--- src/alarm_regs_pkg.sv ---
package alarm_regs_pkg;

  localparam int ADDR_W = 8;
  localparam int DATA_W = 16;

  localparam logic [ADDR_W-1:0] OFS_CAL_ENABLE   = 8'h08;
  localparam logic [ADDR_W-1:0] OFS_USER_GAIN    = 8'h09;
  localparam logic [ADDR_W-1:0] OFS_USER_OFFSET  = 8'h0a;
  localparam logic [ADDR_W-1:0] OFS_STATUS       = 8'h0b;
  localparam logic [ADDR_W-1:0] OFS_MASK         = 8'h0c;
  localparam logic [ADDR_W-1:0] OFS_RESPONSE     = 8'h0d;
  localparam logic [ADDR_W-1:0] OFS_ALARM_CODE   = 8'h0e;
  localparam logic [ADDR_W-1:0] OFS_TOGGLE       = 8'h13;

  localparam logic [DATA_W-1:0] STATUS_RESET     = 16'h1000;
  localparam logic [DATA_W-1:0] ZERO_WORD        = 16'h0000;

  localparam int BIT_AUTOLEARN = 12;
  localparam int BIT_WATCHDOG  = 11;
  localparam int BIT_PWR_HI    = 10;
  localparam int BIT_PWR_LO    = 7;
  localparam int BIT_TOGGLE    = 6;
  localparam int BIT_CRC       = 5;
  localparam int BIT_TEMP      = 4;
  localparam int BIT_FAULT_HI  = 3;
  localparam int BIT_FAULT_LO  = 0;
  localparam int CODE_HI       = 15;
  localparam int CODE_LO       = 10;
  localparam int CODE_W        = 6;

  localparam logic [DATA_W-1:0] MASK_VALID     = 16'h083f;
  localparam logic [DATA_W-1:0] RESPONSE_VALID = 16'h00ff;
  localparam logic [DATA_W-1:0] CODE_VALID     = 16'hfc00;

  typedef enum logic [1:0] {
    ACT_NONE    = 2'b00,
    ACT_CODE    = 2'b01,
    ACT_DISABLE = 2'b10,
    ACT_BAD     = 2'b11
  } action_t;

  typedef struct packed {
    action_t crc_watchdog_response;
    action_t open_circuit_response;
    action_t short_circuit_response;
    action_t overtemp_response;
  } response_t;

  typedef struct packed {
    logic       autolearn_done;
    logic       watchdog_fault;
    logic       crc_fault;
    logic       over_temperature;
    logic [3:0] power_ok;
    logic [3:0] open_circuit;
    logic [3:0] short_circuit;
  } events_t;

endpackage : alarm_regs_pkg

--- src/dac_status_alarm_regs.sv ---
`timescale 1ns/1ps
`default_nettype none
module dac_status_alarm_regs
  import alarm_regs_pkg::*;
(
  // Clock and reset
  input  wire logic              clk,
  input  wire logic              nrst,
  // Register port
  input  wire logic [ADDR_W-1:0] addr,
  input  wire logic [DATA_W-1:0] wdata,
  input  wire logic              wr,
  input  wire logic              rd,
  output logic      [DATA_W-1:0] rdata,
  // Device conditions
  input  wire events_t           ev,
  // Converter outputs
  output logic                   alarm,
  output logic      [3:0]        code_on_dac,
  output logic                   all_disabled,
  output logic      [CODE_W-1:0] user_alarm_value,
  output logic                   calibration_on,
  output logic      [DATA_W-1:0] gain_applied,
  output logic      [DATA_W-1:0] offset_applied
);

  // ------------------------------------------------------------
  // Register storage
  // ------------------------------------------------------------
  logic [DATA_W-1:0] user_gain_word;
  logic [DATA_W-1:0] user_offset_word;
  logic [DATA_W-1:0] fault_status;
  logic [DATA_W-1:0] alarm_pin_mask;
  logic [DATA_W-1:0] alarm_response_select;
  logic [DATA_W-1:0] alarm_code_reg;
  logic              cal_enable;
  logic              user_toggle_bit;
  logic              disable_latch;

  // ------------------------------------------------------------
  // Decode
  // ------------------------------------------------------------
  wire w_gain   = wr && (addr == OFS_USER_GAIN);
  wire w_offset = wr && (addr == OFS_USER_OFFSET);
  wire w_status = wr && (addr == OFS_STATUS);
  wire w_mask   = wr && (addr == OFS_MASK);
  wire w_resp   = wr && (addr == OFS_RESPONSE);
  wire w_code   = wr && (addr == OFS_ALARM_CODE);
  wire w_cal    = wr && (addr == OFS_CAL_ENABLE);
  wire w_toggle = wr && (addr == OFS_TOGGLE);

  response_t resp;
  assign resp = response_t'(alarm_response_select[7:0]);

  // Hardware-set flags: set beats a software clear
  logic [DATA_W-1:0] hw_set;
  always_comb begin
    hw_set                = ZERO_WORD;
    hw_set[BIT_AUTOLEARN] = ev.autolearn_done;
    hw_set[BIT_WATCHDOG]  = ev.watchdog_fault;
    hw_set[BIT_CRC]       = ev.crc_fault;
    hw_set[BIT_TEMP]      = ev.over_temperature;
    hw_set[BIT_FAULT_HI:BIT_FAULT_LO] = ev.open_circuit | ev.short_circuit;
  end

  wire [DATA_W-1:0] status_base = w_status ? wdata : fault_status;
  logic [DATA_W-1:0] next_status;
  always_comb begin
    next_status = status_base | hw_set;
    next_status[BIT_PWR_HI:BIT_PWR_LO] = ev.power_ok;
    next_status[BIT_TOGGLE] = w_toggle ? wdata[0] : user_toggle_bit;
    next_status[DATA_W-1:CODE_HI-2] = '0;
  end

  // ------------------------------------------------------------
  // Alarm pin and actions
  // ------------------------------------------------------------
  wire [3:0] chan_fault = next_status[BIT_FAULT_HI:BIT_FAULT_LO];
  wire next_alarm =
      (next_status[BIT_WATCHDOG] && !alarm_pin_mask[BIT_WATCHDOG]) ||
      (next_status[BIT_CRC]      && !alarm_pin_mask[BIT_CRC])      ||
      (next_status[BIT_TEMP]     && !alarm_pin_mask[BIT_TEMP])     ||
      |(chan_fault & ~alarm_pin_mask[BIT_FAULT_HI:BIT_FAULT_LO]);

  // Invalid code 11 falls through as no action
  wire cw_act   = ev.crc_fault || ev.watchdog_fault;
  wire all_code = (cw_act && resp.crc_watchdog_response == ACT_CODE) ||
                  (ev.over_temperature && resp.overtemp_response == ACT_CODE);
  wire [3:0] per_code =
      (ev.open_circuit  & {4{resp.open_circuit_response  == ACT_CODE}}) |
      (ev.short_circuit & {4{resp.short_circuit_response == ACT_CODE}});
  wire dis_hit =
      (cw_act && resp.crc_watchdog_response == ACT_DISABLE) ||
      (|ev.open_circuit && resp.open_circuit_response == ACT_DISABLE) ||
      (|ev.short_circuit && resp.short_circuit_response == ACT_DISABLE) ||
      (ev.over_temperature && resp.overtemp_response == ACT_DISABLE);
  // Held until reset: a clearing condition does not re-enable outputs
  wire next_disable = disable_latch || dis_hit;
  wire [3:0] next_code_on = {4{all_code}} | per_code;

  // Corrections only pass while calibration is enabled
  wire [DATA_W-1:0] next_gain_applied   = cal_enable ? user_gain_word   : ZERO_WORD;
  wire [DATA_W-1:0] next_offset_applied = cal_enable ? user_offset_word : ZERO_WORD;

  logic [DATA_W-1:0] next_rdata;
  always_comb begin
    unique case (addr)
      OFS_CAL_ENABLE:  next_rdata = {15'h0000, cal_enable};
      OFS_USER_GAIN:   next_rdata = user_gain_word;
      OFS_USER_OFFSET: next_rdata = user_offset_word;
      OFS_STATUS:      next_rdata = fault_status;
      OFS_MASK:        next_rdata = alarm_pin_mask;
      OFS_RESPONSE:    next_rdata = alarm_response_select;
      OFS_ALARM_CODE:  next_rdata = alarm_code_reg;
      OFS_TOGGLE:      next_rdata = {15'h0000, user_toggle_bit};
      default:         next_rdata = ZERO_WORD;
    endcase
  end

  // ------------------------------------------------------------
  // Registers
  // ------------------------------------------------------------
  always_ff @(posedge clk or negedge nrst) begin
    if (!nrst) begin
      user_gain_word        <= ZERO_WORD;
      user_offset_word      <= ZERO_WORD;
      fault_status          <= STATUS_RESET;
      alarm_pin_mask        <= ZERO_WORD;
      alarm_response_select <= ZERO_WORD;
      alarm_code_reg        <= ZERO_WORD;
      cal_enable            <= 1'b0;
      user_toggle_bit       <= 1'b0;
    end else begin
      if (w_gain)   user_gain_word        <= wdata;
      if (w_offset) user_offset_word      <= wdata;
      if (w_mask)   alarm_pin_mask        <= wdata & MASK_VALID;
      if (w_resp)   alarm_response_select <= wdata & RESPONSE_VALID;
      if (w_code)   alarm_code_reg        <= wdata & CODE_VALID;
      if (w_cal)    cal_enable            <= wdata[0];
      if (w_toggle) user_toggle_bit       <= wdata[0];
      fault_status <= next_status;
    end
  end

  always_ff @(posedge clk or negedge nrst) begin
    if (!nrst) begin
      rdata            <= ZERO_WORD;
      alarm            <= 1'b0;
      code_on_dac      <= 4'h0;
      all_disabled     <= 1'b0;
      disable_latch    <= 1'b0;
      user_alarm_value <= 6'h00;
      calibration_on   <= 1'b0;
      gain_applied     <= ZERO_WORD;
      offset_applied   <= ZERO_WORD;
    end else begin
      rdata            <= rd ? next_rdata : ZERO_WORD;
      alarm            <= next_alarm;
      code_on_dac      <= next_code_on;
      disable_latch    <= next_disable;
      all_disabled     <= next_disable;
      user_alarm_value <= alarm_code_reg[CODE_HI:CODE_LO];
      calibration_on   <= cal_enable;
      gain_applied     <= next_gain_applied;
      offset_applied   <= next_offset_applied;
    end
  end

  // ------------------------------------------------------------
  // Assertions
  // ------------------------------------------------------------
  property p_gain_rw;
    @(posedge clk) disable iff (!nrst)
      (wr && addr == OFS_USER_GAIN) ##1 !w_gain ##1 (rd && addr == OFS_USER_GAIN) |=> rdata == $past(wdata, 3);
  endproperty
  a_gain_rw: assert property (p_gain_rw) else $error("gain readback wrong");

  property p_offset_applied;
    @(posedge clk) disable iff (!nrst)
      cal_enable |=> offset_applied == $past(user_offset_word);
  endproperty
  a_offset_applied: assert property (p_offset_applied) else $error("offset not applied");

  property p_no_cal;
    @(posedge clk) disable iff (!nrst)
      !cal_enable |=> gain_applied == ZERO_WORD && offset_applied == ZERO_WORD;
  endproperty
  a_no_cal: assert property (p_no_cal) else $error("correction while disabled");

  property p_wdt_sticky;
    @(posedge clk) disable iff (!nrst)
      ev.watchdog_fault |=> fault_status[BIT_WATCHDOG];
  endproperty
  a_wdt_sticky: assert property (p_wdt_sticky) else $error("watchdog flag lost");

  property p_crc_alarm;
    @(posedge clk) disable iff (!nrst)
      ev.crc_fault && !alarm_pin_mask[BIT_CRC] |=> alarm;
  endproperty
  a_crc_alarm: assert property (p_crc_alarm) else $error("crc alarm missing");

  property p_masked_quiet;
    @(posedge clk) disable iff (!nrst)
      (alarm_pin_mask == MASK_VALID && !w_mask) |=> !alarm;
  endproperty
  a_masked_quiet: assert property (p_masked_quiet) else $error("alarm while all masked");

  property p_power_ok;
    @(posedge clk) disable iff (!nrst)
      1'b1 |=> fault_status[BIT_PWR_HI:BIT_PWR_LO] == $past(ev.power_ok);
  endproperty
  a_power_ok: assert property (p_power_ok) else $error("power good mismatch");

  property p_disable_holds;
    @(posedge clk) disable iff (!nrst)
      all_disabled |=> all_disabled [*3];
  endproperty
  a_disable_holds: assert property (p_disable_holds) else $error("disable released");

  property p_bad_code;
    @(posedge clk) disable iff (!nrst)
      (resp == response_t'(8'hff) && !disable_latch) |=> !all_disabled && code_on_dac == 4'h0;
  endproperty
  a_bad_code: assert property (p_bad_code) else $error("invalid code acted");

  property p_gain_store;
    @(posedge clk) disable iff (!nrst)
      w_gain |=> user_gain_word == $past(wdata);
  endproperty
  a_gain_store: assert property (p_gain_store) else $error("gain write lost");

  property p_gain_hold;
    @(posedge clk) disable iff (!nrst)
      !w_gain |=> $stable(user_gain_word);
  endproperty
  a_gain_hold: assert property (p_gain_hold) else $error("gain changed without write");

  property p_offset_store;
    @(posedge clk) disable iff (!nrst)
      w_offset |=> user_offset_word == $past(wdata);
  endproperty
  a_offset_store: assert property (p_offset_store) else $error("offset write lost");

  property p_offset_hold;
    @(posedge clk) disable iff (!nrst)
      !w_offset |=> $stable(user_offset_word);
  endproperty
  a_offset_hold: assert property (p_offset_hold) else $error("offset changed without write");

  property p_gain_applied;
    @(posedge clk) disable iff (!nrst)
      cal_enable |=> gain_applied == $past(user_gain_word);
  endproperty
  a_gain_applied: assert property (p_gain_applied) else $error("gain not applied");

  property p_wdt_alarm;
    @(posedge clk) disable iff (!nrst)
      ev.watchdog_fault && !alarm_pin_mask[BIT_WATCHDOG] |=> alarm;
  endproperty
  a_wdt_alarm: assert property (p_wdt_alarm) else $error("watchdog alarm missing");

  property p_temp_alarm;
    @(posedge clk) disable iff (!nrst)
      ev.over_temperature && !alarm_pin_mask[BIT_TEMP] |=> alarm;
  endproperty
  a_temp_alarm: assert property (p_temp_alarm) else $error("temperature alarm missing");

  property p_chan_alarm;
    @(posedge clk) disable iff (!nrst)
      |((ev.open_circuit | ev.short_circuit) & ~alarm_pin_mask[BIT_FAULT_HI:BIT_FAULT_LO]) |=> alarm;
  endproperty
  a_chan_alarm: assert property (p_chan_alarm) else $error("channel alarm missing");

  property p_crc_sticky;
    @(posedge clk) disable iff (!nrst)
      ev.crc_fault |=> fault_status[BIT_CRC];
  endproperty
  a_crc_sticky: assert property (p_crc_sticky) else $error("crc flag lost");

  property p_temp_sticky;
    @(posedge clk) disable iff (!nrst)
      ev.over_temperature |=> fault_status[BIT_TEMP];
  endproperty
  a_temp_sticky: assert property (p_temp_sticky) else $error("temperature flag lost");

  property p_chan0_sticky;
    @(posedge clk) disable iff (!nrst)
      ev.open_circuit[0] || ev.short_circuit[0] |=> fault_status[BIT_FAULT_LO];
  endproperty
  a_chan0_sticky: assert property (p_chan0_sticky) else $error("channel 0 flag lost");

  property p_chan3_sticky;
    @(posedge clk) disable iff (!nrst)
      ev.open_circuit[3] || ev.short_circuit[3] |=> fault_status[BIT_FAULT_HI];
  endproperty
  a_chan3_sticky: assert property (p_chan3_sticky) else $error("channel 3 flag lost");

  property p_autolearn;
    @(posedge clk) disable iff (!nrst)
      ev.autolearn_done |=> fault_status[BIT_AUTOLEARN];
  endproperty
  a_autolearn: assert property (p_autolearn) else $error("autolearn flag lost");

  property p_toggle_echo;
    @(posedge clk) disable iff (!nrst)
      fault_status[BIT_TOGGLE] == user_toggle_bit;
  endproperty
  a_toggle_echo: assert property (p_toggle_echo) else $error("toggle echo wrong");

  property p_status_reserved;
    @(posedge clk) disable iff (!nrst)
      fault_status[DATA_W-1:BIT_AUTOLEARN+1] == '0;
  endproperty
  a_status_reserved: assert property (p_status_reserved) else $error("status reserved bits set");

  property p_mask_reserved;
    @(posedge clk) disable iff (!nrst)
      (alarm_pin_mask & ~MASK_VALID) == ZERO_WORD;
  endproperty
  a_mask_reserved: assert property (p_mask_reserved) else $error("mask reserved bits set");

  property p_resp_reserved;
    @(posedge clk) disable iff (!nrst)
      (alarm_response_select & ~RESPONSE_VALID) == ZERO_WORD;
  endproperty
  a_resp_reserved: assert property (p_resp_reserved) else $error("response upper byte set");

  property p_code_reserved;
    @(posedge clk) disable iff (!nrst)
      (alarm_code_reg & ~CODE_VALID) == ZERO_WORD;
  endproperty
  a_code_reserved: assert property (p_code_reserved) else $error("code reserved bits set");

  property p_code_out;
    @(posedge clk) disable iff (!nrst)
      !w_code |=> user_alarm_value == alarm_code_reg[CODE_HI:CODE_LO];
  endproperty
  a_code_out: assert property (p_code_out) else $error("alarm code output wrong");

  property p_status_read;
    @(posedge clk) disable iff (!nrst)
      rd && addr == OFS_STATUS |=> rdata == $past(fault_status);
  endproperty
  a_status_read: assert property (p_status_read) else $error("status readback wrong");

  property p_cw_disable;
    @(posedge clk) disable iff (!nrst)
      ev.crc_fault && resp.crc_watchdog_response == ACT_DISABLE |=> all_disabled;
  endproperty
  a_cw_disable: assert property (p_cw_disable) else $error("crc disable missing");

  property p_open_code;
    @(posedge clk) disable iff (!nrst)
      resp.open_circuit_response == ACT_CODE |=> (code_on_dac & $past(ev.open_circuit)) == $past(ev.open_circuit);
  endproperty
  a_open_code: assert property (p_open_code) else $error("open circuit code missing");

  property p_short_code;
    @(posedge clk) disable iff (!nrst)
      resp.short_circuit_response == ACT_CODE |=> (code_on_dac & $past(ev.short_circuit)) == $past(ev.short_circuit);
  endproperty
  a_short_code: assert property (p_short_code) else $error("short circuit code missing");

  property p_temp_disable;
    @(posedge clk) disable iff (!nrst)
      ev.over_temperature && resp.overtemp_response == ACT_DISABLE |=> all_disabled;
  endproperty
  a_temp_disable: assert property (p_temp_disable) else $error("temperature disable missing");

  c_alarm:   cover property (@(posedge clk) disable iff (!nrst) $rose(alarm));
  c_disable: cover property (@(posedge clk) disable iff (!nrst) $rose(all_disabled));
  c_code:    cover property (@(posedge clk) disable iff (!nrst) code_on_dac != 4'h0);
  c_read:    cover property (@(posedge clk) disable iff (!nrst) rd && addr == OFS_USER_GAIN);
  c_latched: cover property (@(posedge clk) disable iff (!nrst) all_disabled && !dis_hit);

endmodule : dac_status_alarm_regs
`default_nettype wire

--- config.mk ---
export PLATFORM = sky130hd
export DESIGN_NAME = dac_status_alarm_regs
export DESIGN_NICKNAME = d
export VERILOG_FILES = /design/src/alarm_regs_pkg.sv /design/src/dac_status_alarm_regs.sv
export SDC_FILE = /design/constraint.sdc
export NUM_CORES = 1
export LEC_CHECK = 0
export ABC_AREA = 1
export BUFFER_PORTS_ARGS = -buffer_cell sky130_fd_sc_hd__buf_2
export CAP_MARGIN = 15
export CORE_UTILIZATION = 30
export CTS_BUF_LIST = sky130_fd_sc_hd__clkbuf_16
export DETAILED_ROUTE_END_ITERATION = 12
export PLACE_DENSITY = 0.56
export RECOVER_POWER = 50
export REMOVE_ABC_BUFFERS = 1
export SYNTH_ARGS = -nofsm -noshare
export SYNTH_HDL_FRONTEND = slang
export SYNTH_SLANG_ARGS = --single-unit
--- constraint.sdc ---
create_clock -name clk -period 1.1 [get_ports clk]
set_input_delay 0.22 -clock clk [delete_from_list [all_inputs] [get_ports clk]]
set_output_delay 0.22 -clock clk [all_outputs]
set_load 0.05 [all_outputs]
==> flow_metrics.env <==
export IMPL_r2r_worst_path_cells=5
export IMPL_crit_cells=1
export IMPL_antenna_found_initial=0
export IMPL_worstSetupPathType="reg2out"
export IMPL_dr_pass1_iters=5
export IMPL_ir_drop_mv=1.06
export IMPL_clockBufferDepth=2
export IMPL_syn_inst=571
export IMPL_final_util=0.446
export IMPL_cts_max_level=4
export IMPL_gp_congestion=0.811
export IMPL_cts_inserted_buffers=17
export IMPL_num_vias=4437
export IMPL_fin_cells=976
export IMPL_seq_area_frac_synth=0.605
export IMPL_root_buffer="clkbuf_16"
export IMPL_r2r_end="code_on_dac[0]"
export IMPL_cp_arrival_ns=1.00
export IMPL_outcome="complete, but fails checks"
export IMPL_drtIter0Drc=337
export IMPL_cp_end_kind="primary output"
export IMPL_path_max_fanout=2
export IMPL_cts_sinks=128
export IMPL_tns_ns=-4.19
export IMPL_r2r_start="alarm_response_select[6]"
export IMPL_reg2reg_slack_ns=0.07
export IMPL_antenna_left=0
export IMPL_final_common_cell="nand2_1"
export IMPL_io_buffers=104
export IMPL_maxCapViolCount=0
export IMPL_grt_pass1_vias=4319
export IMPL_max_slew_margin=0.579
export IMPL_via_per_inst=4.55
export IMPL_cp_slowest_stage_delay_ns=0.41
export IMPL_setup_violations=61
export IMPL_synth_seq_cells=128
export IMPL_hold_path_class="in2reg"
export IMPL_synth_cell_types=32
export IMPL_grt_pass1_wl_um=23100
export IMPL_dp_slack_ns=-0.448
export IMPL_grt_overflow=0
export IMPL_grt_max_degree=56
export IMPL_fillCellCount=1700
export IMPL_violations="setup timing"
export IMPL_tightest_slew_ns=0.631
export IMPL_ys_flop_type="dfrtp_1"
export IMPL_fin_nets=782
export IMPL_synthArstFlopShare=1.00
export IMPL_cp_required_ns=0.88
export IMPL_path_cells="buf_6"
export IMPL_grtUsageTotal=0.170
export IMPL_diodes=0
export IMPL_die_width_um=135
export IMPL_final_cell_mix="nand2_1 (149), dfrtp_1 (127), inv_1 (79), buf_6 (69), buf_4 (42)"
export IMPL_postRouteWirelength_um=14600
export IMPL_rsz0062_at_grt="yes"
export IMPL_io_pins=105
export IMPL_yosys_warnings=0
export IMPL_synth_edff_count=0
export IMPL_finalHoldViolations=0
export IMPL_cp_top_family="flip-flops"
export IMPL_wl_per_cell_um=15.0
export IMPL_row_count=48
export IMPL_cp_startpoint="disable_latch"
export IMPL_leakage_nw=4.05
export IMPL_clk_pin_slew_worst_paths_ns=0.05
export IMPL_area_delta_synth_final_pct=45.8
export IMPL_critPathLaunchType="flop"
export IMPL_start_util=0.306
export IMPL_setup_slack_ns=-0.117
export IMPL_cts_tree="done"
export IMPL_syn_area_per_cell_um2=9.28
export IMPL_dp_cells=934
export IMPL_hpwlAfterDp_um=10200
export IMPL_die_h_um=135
export IMPL_cp_endpoint="all_disabled"
export IMPL_cp_slowest_cell="dfrtp_1"
export IMPL_insertion_delay_ns=0.42
export IMPL_core_um2=17300
export IMPL_clock_fmax_mhz=822
export IMPL_crit_buf_inv=1
export IMPL_period_minus_slack_ns=1.22
export IMPL_powerDensity_nw_per_um2=1580
export IMPL_final_setup_skew_ns=0.00540
export IMPL_slew_viol_final=0
export IMPL_drive_above_1_share=0.309
export IMPL_netlist_area_um2=5300
export IMPL_fin_crit_sh=1.11
export IMPL_die_area_um2=18200
export IMPL_drc=0
[how the worst min path moves through the flow]
stage	depth (start not counted)	startpoint	to	slack (ns)
4_1_cts	3	ev[15]	fault_status[12]	0.01
3_3_place_gp	1	nrst	user_offset_word[10]	0.07
2_1_floorplan	0	nrst	alarm	-0.08
5_1_grt	2	ev[13]	fault_status[5]	0.04
6_report	3	ev[15]	fault_status[12]	0.02
3_5_place_dp	1	nrst	user_offset_word[10]	0.06
[layout make-up]
cell class / instances / area [um2] / share of cell area
clock buffer: 17 / 425 / 0.0551
clock inverter: 15 / 200 / 0.0259
inverter: 84 / 318 / 0.0412
multi-input combinational: 338 / 1700 / 0.220
sequential: 128 / 3200 / 0.415
tap: 225 / 282 / 0.0365
timing repair buffer: 169 / 1600 / 0.207
[per-layer routing]
metal  vias to the layer above  part of all wire  global-route usage  wire length (um)
met5                         -                 0                   0                 0
met4                         0            0.0096              0.0574               141
met3                         9             0.043              0.0405               633
met2                       126              0.47               0.261              6880
met1                      2132              0.48               0.235              6980
li1                       2170                 -                   -                 -
[worst register-to-register path, stage by stage, from the launching register on]
cell and delay (ns):
dfrtp_1 0.39, inv_2 0.07, nor3_1 0.04, a31oi_1 0.15
buf_4 0.15, o311ai_1 0.09
[what timing repair did]
item	in CTS	in global routing
pin swaps	1	13
setup endpoints to repair	62	115
resized for setup	124	28
gates cloned	0	2
hold endpoints to repair	132	0
buffers inserted	1	2
hold buffers	5	0
[stage by stage]
stage / instance area [um2] / hold WS [ns] / total power (W)
2_1_floorplan: 5160 / -0.0756 / 0.00564
3_5_place_dp: 6490 / 0.0634 / 0.00616
5_1_grt: 7720 / 0.0390 / 0.0127
6_report: 7720 / 0.0214 / 0.0122
3_3_place_gp: 6490 / 0.0663 / 0.00616
4_1_cts: 7570 / 0.0119 / 0.0123
[synth_stat cells, types with 3 or more instances]
cell / n / area (um2)
nand3_1: 41 / 205
o21ai_0: 23 / 115
nand4_1: 10 / 62.6
a21oi_1: 7 / 35.0
o311ai_0: 4 / 35.0
o21ai_1: 28 / 140
nand2_1: 154 / 578
dfrtp_1: 127 / 3180
buf_6: 5 / 56.3
o21ai_2: 10 / 87.6
nor2_4: 3 / 33.8
nor3_1: 5 / 25.0
nand3_2: 5 / 50.1
clkbuf_1: 6 / 22.5
nor2_1: 26 / 97.6
o22ai_1: 4 / 25.0
a41oi_1: 4 / 35.0
nand2_2: 3 / 18.8
inv_1: 82 / 308
buf_2: 8 / 40.0
[cell families (layout without fill, tap and decap cells)]
logic type,count (synthesis),count (layout),synth area share
and+or+nand+nor,256,256,0.218
buffers and inverters,105,285,0.0848
AOI/OAI and AO/OA,82,82,0.0919
DFF,128,128,0.605
[report_power, final]
part	internal [W]	leakage (nW)	switching [W]	total (W)
registers	0.00490	1.70	0.000123	0.00503
logic	0.000434	2.04	0.000782	0.00122
clock network	0.00396	0.312	0.00200	0.00596
total	0.00930	4.05	0.00290	0.0122
Power figures use the tool's default switching activity.
